## src/logic/acc_pkg.sv

```systemverilog
package acc_pkg;

   // register indices; byte address on the bus is four times the index
   localparam logic [7:0] ACC_IDX_CONTROL_ZERO   = 8'h1f;
   localparam logic [7:0] ACC_IDX_ANALOG_PIN_SEL = 8'h9b;
   localparam logic [7:0] ACC_IDX_CONTROL_ONE    = 8'h9f;
   localparam logic [7:0] ACC_IDX_RESULT_HIGH    = 8'h1e;
   localparam logic [7:0] ACC_IDX_RESULT_LOW     = 8'h9e;

   localparam int unsigned ACC_ADDR_W = 10;

   // control register zero fields
   localparam int unsigned ACC_C0_CLK_SEL_LSB = 6;
   localparam int unsigned ACC_C0_CHAN_LSB    = 3;
   localparam int unsigned ACC_C0_GO_BIT      = 2;
   localparam int unsigned ACC_C0_ON_BIT      = 0;

   // control register one fields
   localparam int unsigned ACC_C1_JUSTIFY_BIT = 7;
   localparam int unsigned ACC_C1_HALVE_BIT   = 6;
   localparam int unsigned ACC_C1_REF_LSB     = 4;

   // reset values
   localparam logic [7:0] ACC_RST_CONTROL_ZERO = 8'h00;
   localparam logic [7:0] ACC_RST_CONTROL_ONE  = 8'h00;
   localparam logic [6:0] ACC_RST_ANALOG_PINS  = 7'h7f;
   localparam logic [7:0] ACC_RST_RESULT       = 8'h00;

   // clock select code that picks the internal rc clock
   localparam logic [1:0] ACC_CLK_SEL_RC = 2'h3;

   // conversion timing in conversion-clock periods, plus result width and channel count
   localparam int unsigned ACC_RESULT_BITS = 10;
   localparam int unsigned ACC_CONV_TADS   = 9;
   localparam int unsigned ACC_HOLD_TADS   = 2;
   localparam int unsigned ACC_CHANNELS    = 7;

endpackage : acc_pkg

```

## src/logic/acc_conv_ctrl.sv

```systemverilog
`timescale 1ns/1ps

////////////////////////////////////////////////////////////////////////////////
module acc_conv_ctrl
   import acc_pkg::*;
(
   input  wire logic                  clk_i,
   input  wire logic                  rst_i,
   input  wire logic                  ce_i,
   // apb slave
   input  wire logic                  psel_i,
   input  wire logic                  penable_i,
   input  wire logic                  pwrite_i,
   input  wire logic [ACC_ADDR_W-1:0] paddr_i,
   input  wire logic [31:0]           pwdata_i,
   input  wire logic [3:0]            pstrb_i,
   output logic [31:0]                prdata_o,
   output logic                       pready_o,
   output logic                       pslverr_o,
   // device side
   input  wire logic                  sleep_i,
   input  wire logic                  special_trigger_i,
   input  wire logic                  rc_clk_i,
   input  wire logic                  cmp_i,
   output logic [6:0]                 channel_enable_o,
   output logic [6:0]                 pin_analog_o,
   output logic                       ref_pos_ext_o,
   output logic                       ref_neg_ext_o,
   output logic                       converter_power_o,
   output logic                       sample_connect_o,
   output logic [9:0]                 trial_code_o,
   output logic                       conversion_done_flag_o
);

   import acc_pkg::*;

   ////////////////////////////////////////////////////////////////////////////
   // justify a ten-bit result into the high/low pair
   function automatic logic [15:0] justify(input logic [9:0] r, input logic right);
      if (right)
         justify = {6'h00, r};
      else
         justify = {r, 6'h00};
   endfunction : justify

   ////////////////////////////////////////////////////////////////////////////
   // register state
   logic [1:0] conv_clock_sel;
   logic [2:0] channel_sel;
   logic       go_busy;
   logic       converter_on;
   logic       result_justify;
   logic       conv_clock_halve;
   logic [1:0] ref_config;
   logic [6:0] pin_analog_bits;
   logic [7:0] result_high_byte;
   logic [7:0] result_low_byte;

   ////////////////////////////////////////////////////////////////////////////
   // synchronisers: the first stage feeds only the second stage
   logic rc_meta;
   logic rc_sync;
   // comparator answers our own registered trial code: one latch stage only,
   // a second would hand the divide-by-two clock the previous trial's answer
   logic cmp_sync;

   always_ff @(posedge clk_i)
   begin
      if (rst_i)
      begin
         rc_meta  <= 1'b0;
         rc_sync  <= 1'b0;
         cmp_sync <= 1'b0;
      end
      else if (ce_i)
      begin
         rc_meta  <= rc_clk_i;
         rc_sync  <= rc_meta;
         cmp_sync <= cmp_i;
      end
   end

   ////////////////////////////////////////////////////////////////////////////
   // apb decode
   wire logic [7:0] word_idx  = paddr_i[ACC_ADDR_W-1:2];
   wire logic       hit_c0    = (word_idx == ACC_IDX_CONTROL_ZERO);
   wire logic       hit_analog_pin_select = (word_idx == ACC_IDX_ANALOG_PIN_SEL);
   wire logic       hit_c1    = (word_idx == ACC_IDX_CONTROL_ONE);
   wire logic       hit_rh    = (word_idx == ACC_IDX_RESULT_HIGH);
   wire logic       hit_rl    = (word_idx == ACC_IDX_RESULT_LOW);
   wire logic       mapped    = hit_c0 | hit_analog_pin_select | hit_c1 | hit_rh | hit_rl;
   wire logic       access    = psel_i & penable_i & ce_i;
   wire logic       bad_addr  = ~mapped | (paddr_i[1:0] != 2'h0);
   // only byte lane 0 carries implemented bits
   wire logic       wr_ok     = access & pwrite_i & ~bad_addr & pstrb_i[0];
   wire logic       wr_c0     = wr_ok & hit_c0;
   wire logic       wr_c1     = wr_ok & hit_c1;
   wire logic       wr_analog_pin_select  = wr_ok & hit_analog_pin_select;
   wire logic       wr_rh     = wr_ok & hit_rh;
   wire logic       wr_rl     = wr_ok & hit_rl;
   wire logic [7:0] wbyte     = pwdata_i[7:0];

   wire logic [7:0] rd_c0 = {conv_clock_sel, channel_sel, go_busy, 1'b0, converter_on};
   wire logic [7:0] rd_c1 = {result_justify, conv_clock_halve, ref_config, 4'h0};
   wire logic [7:0] rd_analog_pin_select = {1'b0, pin_analog_bits};
   wire logic [7:0] rd_byte =
      hit_c0    ? rd_c0 :
      hit_c1    ? rd_c1 :
      hit_analog_pin_select ? rd_analog_pin_select :
      hit_rh    ? result_high_byte :
      hit_rl    ? result_low_byte : 8'h00;

   // zero wait states while ce_i is high; error on unmapped or misaligned words
   assign pready_o  = ce_i;
   assign pslverr_o = psel_i & penable_i & bad_addr;
   assign prdata_o  = (psel_i & ~pwrite_i & ~bad_addr) ? {24'h000000, rd_byte} : 32'h00000000;

   ////////////////////////////////////////////////////////////////////////////
   // power and abort conditions
   wire logic rc_selected = (conv_clock_sel == ACC_CLK_SEL_RC);
   // sleep keeps running only on rc
   // sleep on divided clock powers down
   wire logic conv_active = converter_on & ~(sleep_i & ~rc_selected);
   wire logic trig_start  = special_trigger_i & conv_active;

   wire logic       sar_busy;
   wire logic       sar_run;
   wire logic       sar_sample;
   wire logic       sar_done;
   wire logic [9:0] sar_trial;
   wire logic [9:0] sar_result;
   wire logic       tad_tick;

   wire logic sar_abort = sar_busy & (~go_busy | ~conv_active);
   wire logic sar_start = go_busy & conv_active;
   wire logic [15:0] justified = justify(sar_result, result_justify);

   ////////////////////////////////////////////////////////////////////////////
   // control register zero, go bit
   always_ff @(posedge clk_i)
   begin
      if (rst_i)
      begin
         conv_clock_sel <= ACC_RST_CONTROL_ZERO[ACC_C0_CLK_SEL_LSB +: 2];
         channel_sel    <= ACC_RST_CONTROL_ZERO[ACC_C0_CHAN_LSB +: 3];
         converter_on   <= ACC_RST_CONTROL_ZERO[ACC_C0_ON_BIT];
      end
      else if (wr_c0)
      begin
         conv_clock_sel <= wbyte[ACC_C0_CLK_SEL_LSB +: 2];
         channel_sel    <= wbyte[ACC_C0_CHAN_LSB +: 3];
         converter_on   <= wbyte[ACC_C0_ON_BIT];
      end
   end

   // set sources win over the completion clear in the same cycle
   always_ff @(posedge clk_i)
   begin
      if (rst_i)
         go_busy <= ACC_RST_CONTROL_ZERO[ACC_C0_GO_BIT];
      else if (ce_i)
      begin
         // abort clears go, on bit untouched
         if (!conv_active)
            go_busy <= 1'b0;
         else if (trig_start)
            go_busy <= 1'b1;
         else if (wr_c0)
            go_busy <= wbyte[ACC_C0_GO_BIT];
         else if (sar_done)
            go_busy <= 1'b0;
      end
   end

   ////////////////////////////////////////////////////////////////////////////
   // control register one and analog select
   always_ff @(posedge clk_i)
   begin
      if (rst_i)
      begin
         result_justify   <= ACC_RST_CONTROL_ONE[ACC_C1_JUSTIFY_BIT];
         conv_clock_halve <= ACC_RST_CONTROL_ONE[ACC_C1_HALVE_BIT];
         ref_config       <= ACC_RST_CONTROL_ONE[ACC_C1_REF_LSB +: 2];
         pin_analog_bits  <= ACC_RST_ANALOG_PINS;
      end
      else
      begin
         if (wr_c1)
         begin
            result_justify   <= wbyte[ACC_C1_JUSTIFY_BIT];
            conv_clock_halve <= wbyte[ACC_C1_HALVE_BIT];
            ref_config       <= wbyte[ACC_C1_REF_LSB +: 2];
         end
         if (wr_analog_pin_select)
            pin_analog_bits <= wbyte[6:0];
      end
   end

   ////////////////////////////////////////////////////////////////////////////
   // result pair: completion load wins over a software write
   always_ff @(posedge clk_i)
   begin
      if (rst_i)
      begin
         result_high_byte <= ACC_RST_RESULT;
         result_low_byte  <= ACC_RST_RESULT;
      end
      else if (ce_i)
      begin
         if (sar_done)
         begin
            result_high_byte <= justified[15:8];
            result_low_byte  <= justified[7:0];
         end
         else
         begin
            if (wr_rh)
               result_high_byte <= wbyte;
            if (wr_rl)
               result_low_byte <= wbyte;
         end
      end
   end

   ////////////////////////////////////////////////////////////////////////////
   // conversion clock and sequencer
   // divided or rc tick
   acc_tad_gen u_tad_gen
   (
      .clk_i      (clk_i),
      .rst_i      (rst_i),
      .ce_i       (ce_i),
      .run_i      (sar_run),
      .clk_sel_i  (conv_clock_sel),
      .halve_i    (conv_clock_halve),
      .rc_level_i (rc_sync),
      .tick_o     (tad_tick)
   );

   acc_sar_seq u_sar_seq
   (
      .clk_i    (clk_i),
      .rst_i    (rst_i),
      .ce_i     (ce_i),
      .start_i  (sar_start),
      .abort_i  (sar_abort),
      .tick_i   (tad_tick),
      .cmp_i    (cmp_sync),
      .busy_o   (sar_busy),
      .run_o    (sar_run),
      .sample_o (sar_sample),
      .done_o   (sar_done),
      .trial_o  (sar_trial),
      .result_o (sar_result)
   );

   ////////////////////////////////////////////////////////////////////////////
   // analog side controls
   // one-hot channel route, code 111 selects none
   assign channel_enable_o = (channel_sel < 3'(ACC_CHANNELS)) ?
                             7'(7'h01 << channel_sel) : 7'h00;
   assign pin_analog_o     = pin_analog_bits;
   assign ref_pos_ext_o    = ref_config[1];
   assign ref_neg_ext_o    = ref_config[0];
   assign converter_power_o = conv_active;
   assign sample_connect_o  = sar_sample & conv_active;
   assign trial_code_o      = sar_trial;
   assign conversion_done_flag_o = sar_done;

endmodule : acc_conv_ctrl

```

## src/logic/acc_tad_gen.sv

```systemverilog
`timescale 1ns/1ps

// conversion-clock tick: system clock divided down, or rising edges of the
// already synchronised rc oscillator
module acc_tad_gen
   import acc_pkg::*;
(
   input  wire logic       clk_i,
   input  wire logic       rst_i,
   input  wire logic       ce_i,
   input  wire logic       run_i,
   input  wire logic [1:0] clk_sel_i,
   input  wire logic       halve_i,
   input  wire logic       rc_level_i,
   output logic            tick_o
);

   // divide ratio from the select code and the halve bit
   function automatic logic [6:0] tad_div(input logic [1:0] sel, input logic halve);
      logic [6:0] base;
      base = 7'h02;
      unique case (sel)
         2'h0:    base = 7'h02;
         2'h1:    base = 7'h08;
         default: base = 7'h20;
      endcase
      tad_div = halve ? 7'(base << 1) : base;
   endfunction : tad_div

   logic [6:0] count;
   logic       rc_prev;

   wire logic       use_rc   = (clk_sel_i == ACC_CLK_SEL_RC);
   wire logic [6:0] div_last = 7'(tad_div(clk_sel_i, halve_i) - 7'h01);
   wire logic       rc_rise  = rc_level_i & ~rc_prev;
   // at or past the end point: a ratio cut mid-period must not let the count wrap
   wire logic       div_tick = run_i & ~use_rc & (count >= div_last);

   assign tick_o = use_rc ? (run_i & rc_rise) : div_tick;

   // counter restarts while idle so the first segment never exceeds one period
   always_ff @(posedge clk_i)
   begin
      if (rst_i)
      begin
         count   <= 7'h00;
         rc_prev <= 1'b0;
      end
      else if (ce_i)
      begin
         rc_prev <= rc_level_i;
         if (!run_i || div_tick)
            count <= 7'h00;
         else
            count <= 7'(count + 7'h01);
      end
   end

endmodule : acc_tad_gen

```

## src/logic/acc_sar_seq.sv

```systemverilog
`timescale 1ns/1ps

// successive-approximation sequencer: ten decisions, then a hold-off
module acc_sar_seq
   import acc_pkg::*;
(
   input  wire logic       clk_i,
   input  wire logic       rst_i,
   input  wire logic       ce_i,
   input  wire logic       start_i,
   input  wire logic       abort_i,
   input  wire logic       tick_i,
   input  wire logic       cmp_i,
   output logic            busy_o,
   output logic            run_o,
   output logic            sample_o,
   output logic            done_o,
   output logic [9:0]      trial_o,
   output logic [9:0]      result_o
);

   typedef enum logic [1:0]
   {
      ACC_SAR_IDLE = 2'b00,
      ACC_SAR_CONV = 2'b01,
      ACC_SAR_HOLD = 2'b10
   } acc_sar_state_e;

   acc_sar_state_e state;
   logic [3:0]     bit_idx;
   logic [1:0]     hold_cnt;
   logic           armed;

   wire logic [9:0] cur_mask = 10'(10'h001 << bit_idx);
   wire logic [9:0] kept     = cmp_i ? trial_o : (trial_o & ~cur_mask);
   wire logic       last_bit = (bit_idx == 4'h0);

   assign busy_o   = (state == ACC_SAR_CONV);
   assign run_o    = (state != ACC_SAR_IDLE);
   assign sample_o = (state == ACC_SAR_IDLE);

   always_ff @(posedge clk_i)
   begin
      if (rst_i)
      begin
         state    <= ACC_SAR_IDLE;
         bit_idx  <= 4'h0;
         hold_cnt <= 2'h0;
         armed    <= 1'b0;
         done_o   <= 1'b0;
         trial_o  <= 10'h000;
         result_o <= 10'h000;
      end
      else if (ce_i)
      begin
         done_o <= 1'b0;
         unique case (state)
            ACC_SAR_IDLE:
            begin
               if (start_i)
               begin
                  state   <= ACC_SAR_CONV;
                  bit_idx <= 4'(ACC_RESULT_BITS - 1);
                  trial_o <= 10'h200;
                  armed   <= 1'b0;
               end
            end
            ACC_SAR_CONV:
            begin
               // comparator latch has not yet seen the top trial in the first cycle
               armed <= 1'b1;
               if (abort_i)
               begin
                  state    <= ACC_SAR_HOLD;
                  hold_cnt <= 2'h0;
               end
               // first partial segment plus nine periods
               else if (tick_i && armed)
               begin
                  if (last_bit)
                  begin
                     result_o <= kept;
                     done_o   <= 1'b1;
                     state    <= ACC_SAR_HOLD;
                     hold_cnt <= 2'h0;
                  end
                  else
                  begin
                     trial_o <= kept | (cur_mask >> 1);
                     bit_idx <= 4'(bit_idx - 4'h1);
                  end
               end
            end
            ACC_SAR_HOLD:
            begin
               if (tick_i)
               begin
                  if (hold_cnt == 2'(ACC_HOLD_TADS - 1))
                     state <= ACC_SAR_IDLE;
                  else
                     hold_cnt <= 2'(hold_cnt + 2'h1);
               end
            end
            default:
               state <= ACC_SAR_IDLE;
         endcase
      end
   end

endmodule : acc_sar_seq

```

## config.mk

```make
export PLATFORM = sky130hd
export DESIGN_NAME = acc_conv_ctrl
export DESIGN_NICKNAME = d
export VERILOG_FILES = /design/src/logic/acc_pkg.sv /design/src/logic/acc_conv_ctrl.sv /design/src/logic/acc_tad_gen.sv /design/src/logic/acc_sar_seq.sv
export SDC_FILE = /design/constraint.sdc
export NUM_CORES = 1
export LEC_CHECK = 0
export CORE_ASPECT_RATIO = 0.75
export CORE_MARGIN = 3
export CORE_UTILIZATION = 33
export CTS_CLUSTER_SIZE = 20
export DETAILED_ROUTE_END_ITERATION = 12
export DONT_BUFFER_PORTS = 1
export SLEW_MARGIN = 20
export SYNTH_ARGS = -nofsm -noshare
export SYNTH_HDL_FRONTEND = slang
export SYNTH_HIERARCHICAL = 1
export SYNTH_SLANG_ARGS = --single-unit
```

## constraint.sdc

```tcl
create_clock -name clk_i -period 6.9 [get_ports clk_i]
set_clock_uncertainty 0.05 [all_clocks]
set_input_delay 1.38 -clock clk_i [delete_from_list [all_inputs] [get_ports clk_i]]
set_output_delay 1.38 -clock clk_i [all_outputs]
set_load 0.02 [all_outputs]
```

==> impl_metrics.csv <==
group,metric,value,unit
run_status,status,"complete, no violations",
clock_tree,root_buffer,"clkbuf_16",
global_routing,grtUsageMet1,24.0,%
worst_setup_path,crit_fanout,8,
route,post_drt_wl_per_cell,18.5,microns
global_routing,grt_use_met2,23.3,%
clock_tree,clk_path_buf_depth,2,
worst_hold_path,hold_path_end,"u_sar_seq/armed",
floorplanning,num_rows,37,
worst_hold_path,min_path_type,"flop to flop",
clock_tree,path_clk_slew,50,ps
power_and_ir_drop,power_density,189,mW/mm^2
timing,finalCriticalPeriod,5410,ps
timing,timing_hold_violations_final,0,
worst_hold_path,worst_hold_startpoint,"u_sar_seq/armed",
cells_and_area,fill_cells,1415,
clock_tree,cts_tree,"done",
cells_and_area,final_common_cell,"dfxtp_1",
clock_tree,cts_buffers,9,
synth,syn_area_per_cell,8.31,sq um
floorplanning,initial_core_util,34.2,%
timing,maxSlewHeadroom,28.2,%
worst_setup_path,end_kind,"output port",
clock_tree,cts_sinks,75,
global_routing,grt_max_degree,90,
route,final_antenna_net_count,0,
worst_setup_path,required,5470,ps
timing,tns,0,ps
worst_setup_path,r2r_setup_slack,3380,ps
timing,finalSetupViolations,0,
power_and_ir_drop,total_power,0.000950,W
timing,worstMarginPinSlew,1070,ps
power_and_ir_drop,total_leakage_power,1.70,nW
synth,synth-seq-cells,75,
cells_and_area,diodes,0,
global_routing,grt_first_pass_wirelength,20.7,mm
worst_setup_path,cpPeakStageDelay,980,ps
timing,finalCritPeriodShare,78.5,%
run,drv_cap,0,
timing,slew_viol_final,0,
synth,synthTopCellsByArea,"dfxtp_1 (32%), a21oi_1 (5.4%), mux2i_1 (4.4%)",
synth,ys_warn_count,6,
global_routing,grt.busiest_layer,"met1",
worst_setup_path,critical_path.slowest_cell,"a2111oi_1",
worst_setup_path,critPathKind,"input pin to output port",
timing,rsz0062_at_grt,"false",
power_and_ir_drop,ir_drop,0.000102,V
cells_and_area,syn_to_final_growth,5.91,%
worst_setup_path,cp.arrival,3980,ps
route,drc,0,
synth,yosysTopAreaCellShare,31.6,%
worst_setup_path,r2r_end,"u_sar_seq/result_o[7]",
synth,yosys.area.top_type,"dfxtp_1",
timing,max_freq,0.185,GHz
synth,synth_cells,571,
worst_hold_path,holdPathStages,2,
floorplanning,dieArea,0.0159,sq mm
global_routing,grt_pass1_vias,3838,
synth,synthDistinctLibCells,75,
clock_tree,hold_buffers,0,
clock_tree,worst_skew_pair.late_latency,340,ps
worst_setup_path,r2r_start,"conv_clock_sel[1]",
route,drt_wl_total,13.4,mm
floorplanning,ios,119,
power_and_ir_drop,intPower,0.000743,W
power_and_ir_drop,clkPwrFrac,50.1,%
clock_tree,cts_max_level,3,
floorplanning,die_h,110,microns
worst_setup_path,crit_chain,"or3b_1 -> nor4_2 -> nand3b_1 -> a2111oi_1",
route,routed_via_density,5.84,
global_routing,met3_usage,5.48,%
synth,synth_area,0.00474,sq mm
route,vias,4235,
power_and_ir_drop,seqPwrFrac,45.8,%
power_and_ir_drop,switching_share,21.8,%
placement,dpl.hpwl,9.60,mm
synth,async_reset_ff_share,0,%
worst_setup_path,startpoint_type,"input pin",
clock_tree,post-cts-setup-buffer-count,0,
synth,yosysSeqAreaShare,31.6,%
worst_setup_path,rr_worst_depth,10,
global_routing,grt_util_all_layers,16.5,%
power_and_ir_drop,p_comb_share,4.1,%
placement,place_congestion,0.887,
cells_and_area,layout-drive-gt1-share,7.45,%
route,drt_first_pass_iters,5,
synth,synth_edf_count,0,
cells_and_area,mostFrequentLayoutCells,"dfxtp_1 (75), a21oi_1 (51), nor2_1 (43)",
worst_setup_path,cp-startpoint,"paddr_i[7]",
global_routing,antenna_found_initial,0,
floorplanning,die_w,144,microns
floorplanning,core,0.0139,sq mm
power_and_ir_drop,p_switching,0.000207,W
cells_and_area,final_nets,615,
placement,port_buffers,0,
clock_tree,cts_resized,0,
global_routing,grt_remaining_overflow,0,
route,drtIter0Drc,401,
synth,ys.flop_type,"dfxtp_1",
==> routing by layer <==
metal / vias to the layer above / part of all wire, %
li1: 2009 / -
met1: 2005 / 46
met2: 200 / 42
met3: 21 / 10
met4: 0 / 1.6
met5: - / 0
==> registers in the layout (all words and copies together), names as in the netlist, 3 cells and up <==
name                flops
u_tad_gen/count         7
result_high_byte        8
u_sar_seq/bit_idx       4
result_low_byte         8
u_sar_seq/trial_o      10
u_sar_seq/result_o     10
pin_analog_o            7
channel_sel             3
==> cell families (layout without fill, tap and decap cells) <==
kind of cell,count (synthesis),after routing,share of synthesized area (%)
AO/OA/AOI/OAI,163,163,24.1
XOR/XNOR,1,1,0.185
adder cells (fa/ha/maj),13,13,3.43
buffers and inverters,83,39,8.99
flip-flops,75,75,31.6
multiplexers,28,28,6.09
other,2,25,0.158
AND/OR/NAND/NOR,206,206,25.4
==> stage by stage <==
stage               worst slack, ps  util [%]  cell area [sq um]  hold WS [ps]  instances
global placement               1580      34.0               4720           416        710
global route                   1340      36.2               5020           442        725
finish                         1490      36.2               5020           432        725
CTS                            1560      36.1               5020           427        725
floorplan                      1730         -               4830           401        594
detailed placement             1550      34.0               4720           419        710
==> final cells by class <==
class                           instances  area (sq um)  share of cell area, %
Clock buffer                           13           260                   5.18
Clock inverter                          2          35.0                  0.697
Inverter                               24          90.1                   1.79
Multi-Input combinational cell        436          2920                   58.1
Sequential cell                        75          1500                   29.9
Tap cell                              175           219                   4.36
==> cells in the mapped netlist (all sizes together), types with 6 or more instances <==
| cell type | n |
|---|---|
| nand3 | 19 |
| nand3b | 7 |
| nor2b | 24 |
| nor2 | 44 |
| nor3 | 15 |
| nand2 | 23 |
| a21boi | 8 |
| clkbuf | 24 |
| a22o | 6 |
| inv | 24 |
| a31oi | 11 |
| a21o | 9 |
| buf | 35 |
| nor3b | 8 |
| o211ai | 19 |
| o21ai | 13 |
| o31ai | 6 |
| a21oi | 51 |
| ha | 13 |
| mux2i | 21 |
| nand4 | 12 |
| or4 | 6 |
| dfxtp | 75 |
| nand2b | 18 |
| mux2 | 7 |
==> how the worst max path moves through the flow <==
stage | slack, ps | end | cells after the start
2_1_floorplan | 1730 | prdata_o[3] | 5
5_1_grt | 1340 | prdata_o[3] | 4
3_3_place_gp | 1580 | prdata_o[3] | 4
6_report | 1490 | prdata_o[3] | 4
4_1_cts | 1560 | prdata_o[3] | 4
3_5_place_dp | 1550 | prdata_o[3] | 4
==> power by group through the flow <==
stage	Combinational (W)	Clock (W)	Sequential, W
after floorplan	0.0000554	0	0.000444
after global placement	0.0000369	0	0.000445
after detailed placement	0.0000374	0	0.000445
after CTS	0.0000376	0.000482	0.000435
after global routing	0.0000428	0.000498	0.000435
final	0.0000389	0.000476	0.000435
==> critical path, delay by kind of cell <==
family / cells / cell delay (ps)
simple gates: 3 / 1620
compound gates: 1 / 980
(Power assumes the default switching activity.)
